===== src/core/kr_pcs_tp_regs.svh =====
// Register offsets, field positions, reset values and fixed constants of the
// test-pattern block. Assumes 16-bit Clause 45 registers in one device address.
`ifndef KR_PCS_TP_REGS_SVH
`define KR_PCS_TP_REGS_SVH

// -----------------------------------------------------------------------------
// Device address and register offsets
// -----------------------------------------------------------------------------
`define TP_DEVAD 5'h03
`define TP_SEED_A0 16'h0022
`define TP_SEED_A1 16'h0023
`define TP_SEED_A2 16'h0024
`define TP_SEED_A3 16'h0025
`define TP_SEED_B0 16'h0026
`define TP_SEED_B1 16'h0027
`define TP_SEED_B2 16'h0028
`define TP_SEED_B3 16'h0029
`define TP_CONTROL 16'h002a
`define TP_ERR_COUNT 16'h002b
`define TP_VS_CONTROL 16'h8000
`define TP_VS_STATUS 16'h8010

// -----------------------------------------------------------------------------
// Field positions and reset values
// -----------------------------------------------------------------------------
`define TP_SEED_TOP_W 10
`define TP_CTRL_W 6
`define TP_CTRL_RESET 6'h00
`define TP_SQ_LEN_LSB 4
`define TP_SQ_LEN_RESET 4'hb
`define TP_ERR_FLAG_BIT 8
`define TP_SEED_RESET 58'h0
`define TP_PRBS_INIT 31'h7fffffff
`define TP_CNT_MAX 16'hffff

`endif


===== src/core/kr_pcs_tp_pkg.sv =====
// Types shared by the test-pattern block: management request and answer, and
// the control word layout. Assumes a Clause 45 frame decoder in front.
package kr_pcs_tp_pkg;

   // -------------------------------------------------------------------------
   // Management access
   // -------------------------------------------------------------------------
   typedef struct packed {
      logic valid;
      logic write;
      logic [4:0] devad;
      logic [15:0] regad;
      logic [15:0] wdata;
   } mgmt_req_t;

   typedef struct packed {
      logic valid;
      logic hit;
      logic [15:0] rdata;
   } mgmt_rsp_t;

   // -------------------------------------------------------------------------
   // Control word, bit 5 down to bit 0
   // -------------------------------------------------------------------------
   typedef struct packed {
      logic rx_prbs_check_on;
      logic tx_prbs_gen_on;
      logic tx_pattern_gen_on;
      logic rx_pattern_check_on;
      logic pattern_kind_select;
      logic data_pattern_select;
   } ctrl_t;

endpackage


===== src/core/kr_pcs_test_pattern_ctrl.sv =====
// Test-pattern generation and checking for a 10GBASE-R PCS, with its seed,
// control and error-count registers. Assumes a management frame decoder on the
// same clock presents one request per cycle, and that both data paths are
// word-wide on the PCS clock, bit 0 first in time.
`timescale 1ns/1ps
`default_nettype none
`include "kr_pcs_tp_regs.svh"

// How it works
// [RULE1] Seed A is 58 bits in four words; top word holds bits 57:48.
// [RULE2] Seed B is 58 bits in four consecutive words, lowest word bits 15:0.
// [RULE3] Upper six bits of top seed words and control bits 15:6 read zero.
// [RULE4] Control bit 5 turns on PRBS31 checking of received data.
// [RULE5] Control bit 4 sends PRBS31 instead of normal transmit traffic.
// [RULE6] Control bit 3 sends the selected test pattern instead of data.
// [RULE7] Control bit 2 checks received data against the selected pattern; the code checks only the seeded pattern, none for square wave.
// [RULE8] Control bit 1 picks square wave when set, seeded pattern when clear.
// [RULE9] Control bit 0 picks zeros data when set, LF data when clear.
// [RULE10] All control bits are zero after reset, both paths normal.
// [RULE11] A 16-bit error counter counts test errors and clears when read.
// [RULE12] PRBS31 checking counts each received byte with any bit wrong once.
// [RULE13] The counter follows whichever test mode the control word selects; the code counts nothing when square wave is selected for receive checking.
// [RULE14] Every register answers only accesses to device address 3.
// [RULE15] Square wave is a run of zeros then ones, run length default 11.
// [RULE16] A pseudo-random check error sets a latched flag cleared by read.
// [RULE17] The error counter saturates at its maximum until read.
// [RULE18] Generators and checkers load their seeds when enabled.
module kr_pcs_test_pattern_ctrl
   import kr_pcs_tp_pkg::*;
#(
   parameter int DATA_W = 64,
   parameter logic [DATA_W-1:0] LF_DATA = {(DATA_W/8){8'h55}}
) (
   input wire logic clock,
   input wire logic srst,
   input wire mgmt_req_t mgmt_req,
   output mgmt_rsp_t mgmt_rsp,
   input wire logic [DATA_W-1:0] tx_data_in,
   output logic [DATA_W-1:0] tx_data_out,
   input wire logic [DATA_W-1:0] rx_data_in,
   output logic pattern_error_flag
);

   localparam int NBYTES = DATA_W / 8;

   // The PRBS31 checker needs a whole history of 31 bits in one word.
   if (DATA_W < 32 || DATA_W % 8 != 0) begin : g_width_check
      $error("DATA_W must be a multiple of 8 and at least 32");
   end

   // -------------------------------------------------------------------------
   // State
   // -------------------------------------------------------------------------
   typedef struct packed {
      logic [57:0] seed_a;
      logic [57:0] seed_b;
      ctrl_t ctrl;
      ctrl_t ctrl_prev;
      logic [3:0] sq_len;
      logic [15:0] err_cnt;
      logic err_flag;
      logic [57:0] tx_scr;
      logic [30:0] tx_prbs;
      logic [3:0] sq_cnt;
      logic sq_level;
      logic [57:0] rx_scr;
      logic [30:0] rx_hist;
      logic rx_warm;
      logic [DATA_W-1:0] tx_out;
      mgmt_rsp_t rsp;
   } state_t;

   state_t st;
   state_t next_st;

   // -------------------------------------------------------------------------
   // Pattern engines, one word per call
   // -------------------------------------------------------------------------
   function automatic logic [58+DATA_W-1:0] scr_run(input logic [57:0] s,
                                                     input logic [DATA_W-1:0] d);
      logic [57:0] t;
      logic [DATA_W-1:0] o;
      logic b;
      t = s;
      o = '0;
      for (int i = 0; i < DATA_W; i++) begin
         b = d[i] ^ t[38] ^ t[57];
         o[i] = b;
         t = {t[56:0], b};
      end
      return {t, o};
   endfunction

   function automatic logic [31+DATA_W-1:0] prbs_run(input logic [30:0] s);
      logic [30:0] t;
      logic [DATA_W-1:0] o;
      logic b;
      t = s;
      o = '0;
      for (int i = 0; i < DATA_W; i++) begin
         b = t[30] ^ t[27];
         o[i] = b;
         t = {t[29:0], b};
      end
      return {t, o};
   endfunction

   // Self-synchronising: the prediction comes from received bits, so a slip
   // costs one burst of errors rather than a permanent mismatch.
   function automatic logic [31+DATA_W-1:0] prbs_check(input logic [30:0] h,
                                                        input logic [DATA_W-1:0] d);
      logic [30:0] t;
      logic [DATA_W-1:0] e;
      t = h;
      e = '0;
      for (int i = 0; i < DATA_W; i++) begin
         e[i] = d[i] ^ t[30] ^ t[27];
         t = {t[29:0], d[i]};
      end
      return {t, e};
   endfunction

   // A run length of zero is served as one, since the field allows it.
   function automatic logic [5+DATA_W-1:0] sq_run(input logic [3:0] c0, input logic l0,
                                                   input logic [3:0] len);
      logic [3:0] c;
      logic [3:0] n;
      logic l;
      logic [DATA_W-1:0] o;
      c = c0;
      l = l0;
      n = (len == 4'h0) ? 4'h1 : len;
      o = '0;
      for (int i = 0; i < DATA_W; i++) begin
         o[i] = l;
         if (c == 4'(n - 4'h1)) begin
            c = 4'h0;
            l = ~l;
         end else begin
            c = 4'(c + 4'h1);
         end
      end
      return {c, l, o};
   endfunction

   // -------------------------------------------------------------------------
   // Next state
   // -------------------------------------------------------------------------
   logic acc_hit;
   logic cnt_clear;
   logic flag_clear;
   logic [15:0] nbad;
   logic [16:0] sum;
   logic [15:0] rd;
   logic [58+DATA_W-1:0] scr_res;
   logic [31+DATA_W-1:0] prbs_res;
   logic [5+DATA_W-1:0] sq_res;
   logic [DATA_W-1:0] dp_word;
   ctrl_t rise;

   always_comb begin
      next_st = st;
      next_st.rsp = '0;
      next_st.ctrl_prev = st.ctrl;
      cnt_clear = 1'b0;
      flag_clear = 1'b0;
      nbad = 16'h0000;
      sum = 17'h00000;
      rd = 16'h0000;
      scr_res = '0;
      prbs_res = '0;
      sq_res = '0;
      rise = st.ctrl & ~st.ctrl_prev;
      // [RULE9] data pattern choice
      dp_word = st.ctrl.data_pattern_select ? '0 : LF_DATA;

      // [RULE14] device address decode
      acc_hit = mgmt_req.valid && (mgmt_req.devad == `TP_DEVAD);
      if (acc_hit) begin
         // [RULE1] [RULE2] [RULE3] seed and control word mapping
         if (mgmt_req.regad == `TP_SEED_A0) begin
            rd = st.seed_a[15:0];
         end else if (mgmt_req.regad == `TP_SEED_A1) begin
            rd = st.seed_a[31:16];
         end else if (mgmt_req.regad == `TP_SEED_A2) begin
            rd = st.seed_a[47:32];
         end else if (mgmt_req.regad == `TP_SEED_A3) begin
            rd = {6'h00, st.seed_a[57:48]};
         end else if (mgmt_req.regad == `TP_SEED_B0) begin
            rd = st.seed_b[15:0];
         end else if (mgmt_req.regad == `TP_SEED_B1) begin
            rd = st.seed_b[31:16];
         end else if (mgmt_req.regad == `TP_SEED_B2) begin
            rd = st.seed_b[47:32];
         end else if (mgmt_req.regad == `TP_SEED_B3) begin
            rd = {6'h00, st.seed_b[57:48]};
         end else if (mgmt_req.regad == `TP_CONTROL) begin
            rd = {10'h000, st.ctrl};
         end else if (mgmt_req.regad == `TP_ERR_COUNT) begin
            rd = st.err_cnt;
            // [RULE11] clear on read
            cnt_clear = !mgmt_req.write;
         end else if (mgmt_req.regad == `TP_VS_CONTROL) begin
            rd = {8'h00, st.sq_len, 4'h0};
         end else if (mgmt_req.regad == `TP_VS_STATUS) begin
            rd = {7'h00, st.err_flag, 8'h00};
            flag_clear = !mgmt_req.write;
         end else begin
            acc_hit = 1'b0;
         end
      end
      next_st.rsp.valid = mgmt_req.valid;
      next_st.rsp.hit = acc_hit;
      next_st.rsp.rdata = (acc_hit && !mgmt_req.write) ? rd : 16'h0000;

      if (acc_hit && mgmt_req.write) begin
         if (mgmt_req.regad == `TP_SEED_A0) begin
            next_st.seed_a[15:0] = mgmt_req.wdata;
         end else if (mgmt_req.regad == `TP_SEED_A1) begin
            next_st.seed_a[31:16] = mgmt_req.wdata;
         end else if (mgmt_req.regad == `TP_SEED_A2) begin
            next_st.seed_a[47:32] = mgmt_req.wdata;
         end else if (mgmt_req.regad == `TP_SEED_A3) begin
            next_st.seed_a[57:48] = mgmt_req.wdata[`TP_SEED_TOP_W-1:0];
         end else if (mgmt_req.regad == `TP_SEED_B0) begin
            next_st.seed_b[15:0] = mgmt_req.wdata;
         end else if (mgmt_req.regad == `TP_SEED_B1) begin
            next_st.seed_b[31:16] = mgmt_req.wdata;
         end else if (mgmt_req.regad == `TP_SEED_B2) begin
            next_st.seed_b[47:32] = mgmt_req.wdata;
         end else if (mgmt_req.regad == `TP_SEED_B3) begin
            next_st.seed_b[57:48] = mgmt_req.wdata[`TP_SEED_TOP_W-1:0];
         end else if (mgmt_req.regad == `TP_CONTROL) begin
            next_st.ctrl = ctrl_t'(mgmt_req.wdata[`TP_CTRL_W-1:0]);
         end else if (mgmt_req.regad == `TP_VS_CONTROL) begin
            next_st.sq_len = mgmt_req.wdata[`TP_SQ_LEN_LSB +: 4];
         end
      end

      // Transmit path; PRBS31 takes precedence over the other test pattern.
      if (st.ctrl.tx_prbs_gen_on) begin
         // [RULE5] [RULE18] PRBS31 generation
         prbs_res = prbs_run(rise.tx_prbs_gen_on ? `TP_PRBS_INIT : st.tx_prbs);
         next_st.tx_prbs = prbs_res[31+DATA_W-1:DATA_W];
         next_st.tx_out = prbs_res[DATA_W-1:0];
      end else if (st.ctrl.tx_pattern_gen_on) begin
         // [RULE6] [RULE8] pattern kind
         if (st.ctrl.pattern_kind_select) begin
            // [RULE15] square wave runs
            sq_res = sq_run(rise.tx_pattern_gen_on ? 4'h0 : st.sq_cnt,
                            rise.tx_pattern_gen_on ? 1'b0 : st.sq_level, st.sq_len);
            next_st.sq_cnt = sq_res[5+DATA_W-1:DATA_W+1];
            next_st.sq_level = sq_res[DATA_W];
            next_st.tx_out = sq_res[DATA_W-1:0];
         end else begin
            // [RULE18] seed A loads on enable
            scr_res = scr_run(rise.tx_pattern_gen_on ? st.seed_a : st.tx_scr, dp_word);
            next_st.tx_scr = scr_res[58+DATA_W-1:DATA_W];
            next_st.tx_out = scr_res[DATA_W-1:0];
         end
      end else begin
         next_st.tx_out = tx_data_in;
      end

      // Receive checking; the first PRBS31 word only fills the history.
      next_st.rx_warm = 1'b0;
      if (st.ctrl.rx_prbs_check_on) begin
         // [RULE4] [RULE12] errored bytes
         prbs_res = prbs_check(rise.rx_prbs_check_on ? 31'h0 : st.rx_hist, rx_data_in);
         next_st.rx_hist = prbs_res[31+DATA_W-1:DATA_W];
         next_st.rx_warm = 1'b1;
         if (st.rx_warm && !rise.rx_prbs_check_on) begin
            for (int k = 0; k < NBYTES; k++) begin
               if (|prbs_res[k*8 +: 8]) begin
                  nbad = 16'(nbad + 16'h0001);
               end
            end
         end
      end else if (st.ctrl.rx_pattern_check_on && !st.ctrl.pattern_kind_select) begin
         // [RULE7] [RULE18] seed B loads on enable
         scr_res = scr_run(rise.rx_pattern_check_on ? st.seed_b : st.rx_scr, dp_word);
         next_st.rx_scr = scr_res[58+DATA_W-1:DATA_W];
         if (scr_res[DATA_W-1:0] != rx_data_in) begin
            nbad = 16'h0001;
         end
      end

      // [RULE13] [RULE17] count of the active mode, saturating
      sum = {1'b0, cnt_clear ? 16'h0000 : st.err_cnt} + {1'b0, nbad};
      next_st.err_cnt = sum[16] ? `TP_CNT_MAX : sum[15:0];
      // [RULE16] latched flag, a new error beats the read clear
      next_st.err_flag = (nbad != 16'h0000) || (st.err_flag && !flag_clear);
   end

   // [RULE10] reset values
   always_ff @(posedge clock) begin
      if (srst) begin
         st <= '0;
         st.sq_len <= `TP_SQ_LEN_RESET;
      end else begin
         st <= next_st;
      end
   end

   assign mgmt_rsp = st.rsp;
   assign tx_data_out = st.tx_out;
   assign pattern_error_flag = st.err_flag;

   logic [58+DATA_W-1:0] seed_probe;
   assign seed_probe = scr_run(st.seed_a, dp_word);
endmodule
`default_nettype wire


===== config.mk =====
export PLATFORM = sky130hd
export DESIGN_NAME = kr_pcs_test_pattern_ctrl
export DESIGN_NICKNAME = d
export VERILOG_FILES = /design/src/core/kr_pcs_tp_pkg.sv /design/src/core/kr_pcs_test_pattern_ctrl.sv
export VERILOG_INCLUDE_DIRS = /design/src /design/src/core
export SDC_FILE = /design/constraint.sdc
export NUM_CORES = 2
export LEC_CHECK = 0
export BUFFER_PORTS_ARGS = -buffer_cell sky130_fd_sc_hd__buf_2
export CAP_MARGIN = 10
export CORE_MARGIN = 2
export CORE_UTILIZATION = 53
export CTS_CLUSTER_SIZE = 30
export DETAILED_ROUTE_END_ITERATION = 10
export HOLD_SLACK_MARGIN = 0.1
export PLACE_DENSITY_LB_ADDON = 0.12
export SYNTH_ARGS = -nofsm -noshare
export SYNTH_HDL_FRONTEND = slang
export SYNTH_SLANG_ARGS = --single-unit

===== constraint.sdc =====
create_clock -name clock -period 107.6 [get_ports clock]
set_input_delay 10.76 -clock clock [delete_from_list [all_inputs] [get_ports clock]]
set_output_delay 10.76 -clock clock [all_outputs]
set_load 0.1 [all_outputs]

==> flow_results.org <==
** Global routing
- The initial antenna violation count is 13.
- Leftover overflow at the end of global routing :: 0
- The first global-routing pass estimated 257,000 um of wire.
- The via count of the first global-routing pass came to 40,600.
- All-Layer GR Usage :: 38.7%
- Entering global routing, the biggest net connects 102 pins.

** CTS
- TritonCTS sink count :: between 400 and 500
- The number of setup buffers added after CTS is 0.
- CTS tree :: built
- Hold bufs inserted after CTS :: 0
- Gates resized during post-CTS repair numbered 0.
- Clock tree root driver cell :: sky130_fd_sc_hd__clkbuf_16
- Level count of the clock H-tree :: 2
- Number of buffers added by the clock tree synthesis step :: 51
- No sink is reached through more buffers than the 3 on the longest clock path.
- Clock-pin slew was measured on the worst setup and hold paths at 0.06 ns.
- The later pin in the worst-skew pair is clocked with a latency of 0.66 ns.

** Critical path
- For this run, the slowest stage of the critical path takes 0.82 ns.
- For the worst setup path, the data arrival time is roughly 69 ns.
- Startpoint types :: flip-flop
- The most critical setup path has its startpoint at next_st[290].
- Worst Path Max Fanout :: 22
- Broken down by cell family, the worst path's largest delay share belongs to compound AO/OA/AOI/OAI gates.
- R2r setup slk :: 39.52 ns
- Worst Path Class, Setup :: reg -> reg
- Critical Path Stages :: about 240
- For the worst flop-to-flop path, the logic depth is 241.
- Type of destination of the critical path :: flip-flop
- The critical path ends at st[172].
- At the worst endpoint, the required time is 108.14 ns.
- In this design, the critical path's most frequently occurring cell is sky130_fd_sc_hd__ha_1.
- Worst flop-to-flop path startpoint :: next_st[290]
- Capturing point of the worst reg2reg path :: st[172]
- Counting both buffers and inverters, the worst setup path holds a total of 22.
- The slowest stage of the critical path belongs to the cell sky130_fd_sc_hd__dfxtp_1.

** Placed design
- Port buffer count :: 251
- The wire-length estimate of the detail-placed layout is roughly 130,000 um.
- Post-place setup slack :: about 41 ns
- Routability congestion estimate from global placement :: 1.01
- Cell Area, Placed :: roughly 44,000 sq um

** Yosys
- The Yosys step of the flow raised 0 warnings.
- Flip-flop and latch count after synthesis :: slightly above 400
- Synth cell types :: 178
- In the synthesized netlist the async set-or-reset flop fraction comes to 0%.
- Seq/Total Area, Yosys :: 18.8%
- In this run, synthesis inferred 0 flip-flops with an integrated enable.
- Combinational family with the most area after synthesis :: compound AO/OA/AOI/OAI gates
- Post-synthesis compound-gate area fraction :: approximately 28%
- The synthesized netlist devotes around 2.3% of its cell area to adder and majority cells.
- In the synthesized netlist, mux cells make up 3.60% of the area.
- The cell count after synthesis came out at between 5,000 and 6,000.
- Post-synthesis instance area :: 43,900 sq um
- Post-Synth Simple-Gate Area :: 22.7%
- Xor and xnor fraction of the mapped netlist area :: around 16%
- Mean post-synth cell area :: around 7.6 sq um
- In the synthesized netlist the dominant register cell turns out to be sky130_fd_sc_hd__dfxtp_1.

** STA
- The number of failing hold endpoints at the final stage is 0.
- Worst hold slack :: ~0.47 ns
- Total setup violations reported at the end of the flow :: 0
- Share of the clock period used by the worst path after layout :: approximately 63%
- Setup tns final :: 0 ns
- For this run, the top clock speed supported by timing is 14.7 MHz.
- Final worst path period need :: 68.08 ns
- The number of slew-limit violations in the final report came to 0.
- Setup repair after global routing missed its margin :: false
- The worst pin sits at a relative slew slack of 12.8%.
- For the pin with the worst max-slew slack, the measured transition is 1.30 ns.
- On the final layout, the worst clock skew is 0.0569 ns.
- Setup slack of the critical path after layout :: 39.52 ns

** Detailed routing
- The detail route stage leaves a number of antenna-violating nets equal to 0.
- The first routing iteration left 5,782 violations.
- The first detailed-routing pass took 7 iterations.
- Per-cell routed wire length :: 25.7 um
- DRC Markers :: 0
- After detailed routing, the number of vias per cell comes to 6.69.
- Total wire length :: about 170,000 um
- Detailed routing inserted a total of approximately 45,000 vias.

** Floorplan
- The die covers ~85,000 sq um.
- The floorplan has 105 rows.
- For this configuration, the core starts out at a cell density of 53.5%.
- The floorplan step set the die height to between 200 and 300 um.
- Num ports :: roughly 250
- Core outline area :: 82,100 sq um
- Chip width :: between 200 and 300 um

** Finish
- The layout has 7,964 filler cells.
- Count of nets after finishing :: 5,881
- Registers take 8250 sq um.
- The library cell used most frequently in the layout, excluding fill and tap cells, is sky130_fd_sc_hd__nand2_1.
- Post-route standard cell area excluding fillers :: 45,700 sq um
- Area taken by multi-input logic gates :: 32,100 sq um
- Compared with the post-synthesis result, the final layout area differs by 4.00%.
- Leading cell types in the layout, fill and taps excluded :: sky130_fd_sc_hd__nand2_1, sky130_fd_sc_hd__nor2_1, sky130_fd_sc_hd__a21oi_1, sky130_fd_sc_hd__xnor2_1, sky130_fd_sc_hd__dfxtp_1
- In the final layout, the share of cells above drive strength 1 is 13.0%.

** Job
- The tool flagged a number of max-cap violations equal to 0.

** Outcome
- Result of the run :: finished clean

** Worst hold path
- The worst hold path belongs to the class reg -> reg.
## worst min-delay path by stage
stage | from | cells after the start | slack (ns) | end
final | st[162] | 2 | 0.47 | st[162]
after global routing | st[251] | 2 | 0.48 | st[251]
after CTS | st[162] | 2 | 0.47 | st[162]
after detailed placement | st[162] | 2 | 0.46 | st[162]
after global placement | st[249] | 2 | 0.45 | st[249]
after floorplan | st[160] | 2 | 0.45 | st[160]
## sequential cells by signal, summed over array words and instances, names as in the netlist
register and flops:
st 323, tx_data_out 64, mgmt_rsp 18, next_st 6
pattern_error_flag 1
## worst min-delay path, delay by kind of cell, from the launching register on
kind            cells  cell delay (ns)
flops               1             0.32
simple gates        1             0.05
compound gates      1             0.05
## kinds of logic (layout without fill, tap and decap cells)
family                   after synthesis  after routing
buffers and inverters                616            534
AO/OA/AOI/OAI                       1645           1645
XOR/XNOR                             773            773
multiplexers                         154            154
other                                  1              7
adder cells (fa/ha/maj)               80             80
AND/OR/NAND/NOR                     2071           2071
flip-flops                           412            412
## per-stage QoR
step | utilization, % | std cells
floorplan | - | 5754
global placement | 53.5 | 6649
detailed placement | 53.5 | 6649
CTS | 55.6 | 6742
global route | 55.6 | 6745
finish | 55.6 | 6746
## final cells by class
| cell class | count | area share [%] |
|---|---|---|
| Antenna cell | 4 | 0.0219 |
| Tap cell | 1070 | 2.93 |
| Clock buffer | 67 | 3.08 |
| Timing Repair Buffer | 315 | 3.83 |
| Clock inverter | 26 | 0.641 |
| Multi-Input combinational cell | 4726 | 70.4 |
| Inverter | 126 | 1.04 |
| Sequential cell | 412 | 18.1 |
## per-layer routing
metal	vias up	global-route usage, %	routed length, um
met5	-	0	136
met4	22	14.5	7350
met3	415	9.03	20700
met2	2558	55.4	70100
met1	21500	55.7	75000
li1	20600	-	-
## synth_stat cells (87+ instances only)
| library cell | instances | area share [%] |
|---|---|---|
| sky130_fd_sc_hd__inv_1 | 117 | 1.0 |
| sky130_fd_sc_hd__o21ai_0 | 139 | 1.6 |
| sky130_fd_sc_hd__and2_1 | 87 | 1.2 |
| sky130_fd_sc_hd__dfxtp_1 | 412 | 19 |
| sky130_fd_sc_hd__clkbuf_1 | 206 | 1.8 |
| sky130_fd_sc_hd__nor2_1 | 564 | 4.8 |
| sky130_fd_sc_hd__nand3_1 | 159 | 1.8 |
| sky130_fd_sc_hd__mux2i_1 | 133 | 3.0 |
| sky130_fd_sc_hd__a21oi_1 | 481 | 5.5 |
| sky130_fd_sc_hd__buf_4 | 118 | 2.0 |
| sky130_fd_sc_hd__nand2_1 | 682 | 5.8 |
| sky130_fd_sc_hd__nor3_1 | 116 | 1.3 |
| sky130_fd_sc_hd__xnor2_1 | 461 | 9.2 |
| sky130_fd_sc_hd__xor2_1 | 277 | 5.5 |
Power is left out: the tool's default activity adds up to more than one toggle a clock period on the data nets, which glitch-free logic cannot reach.
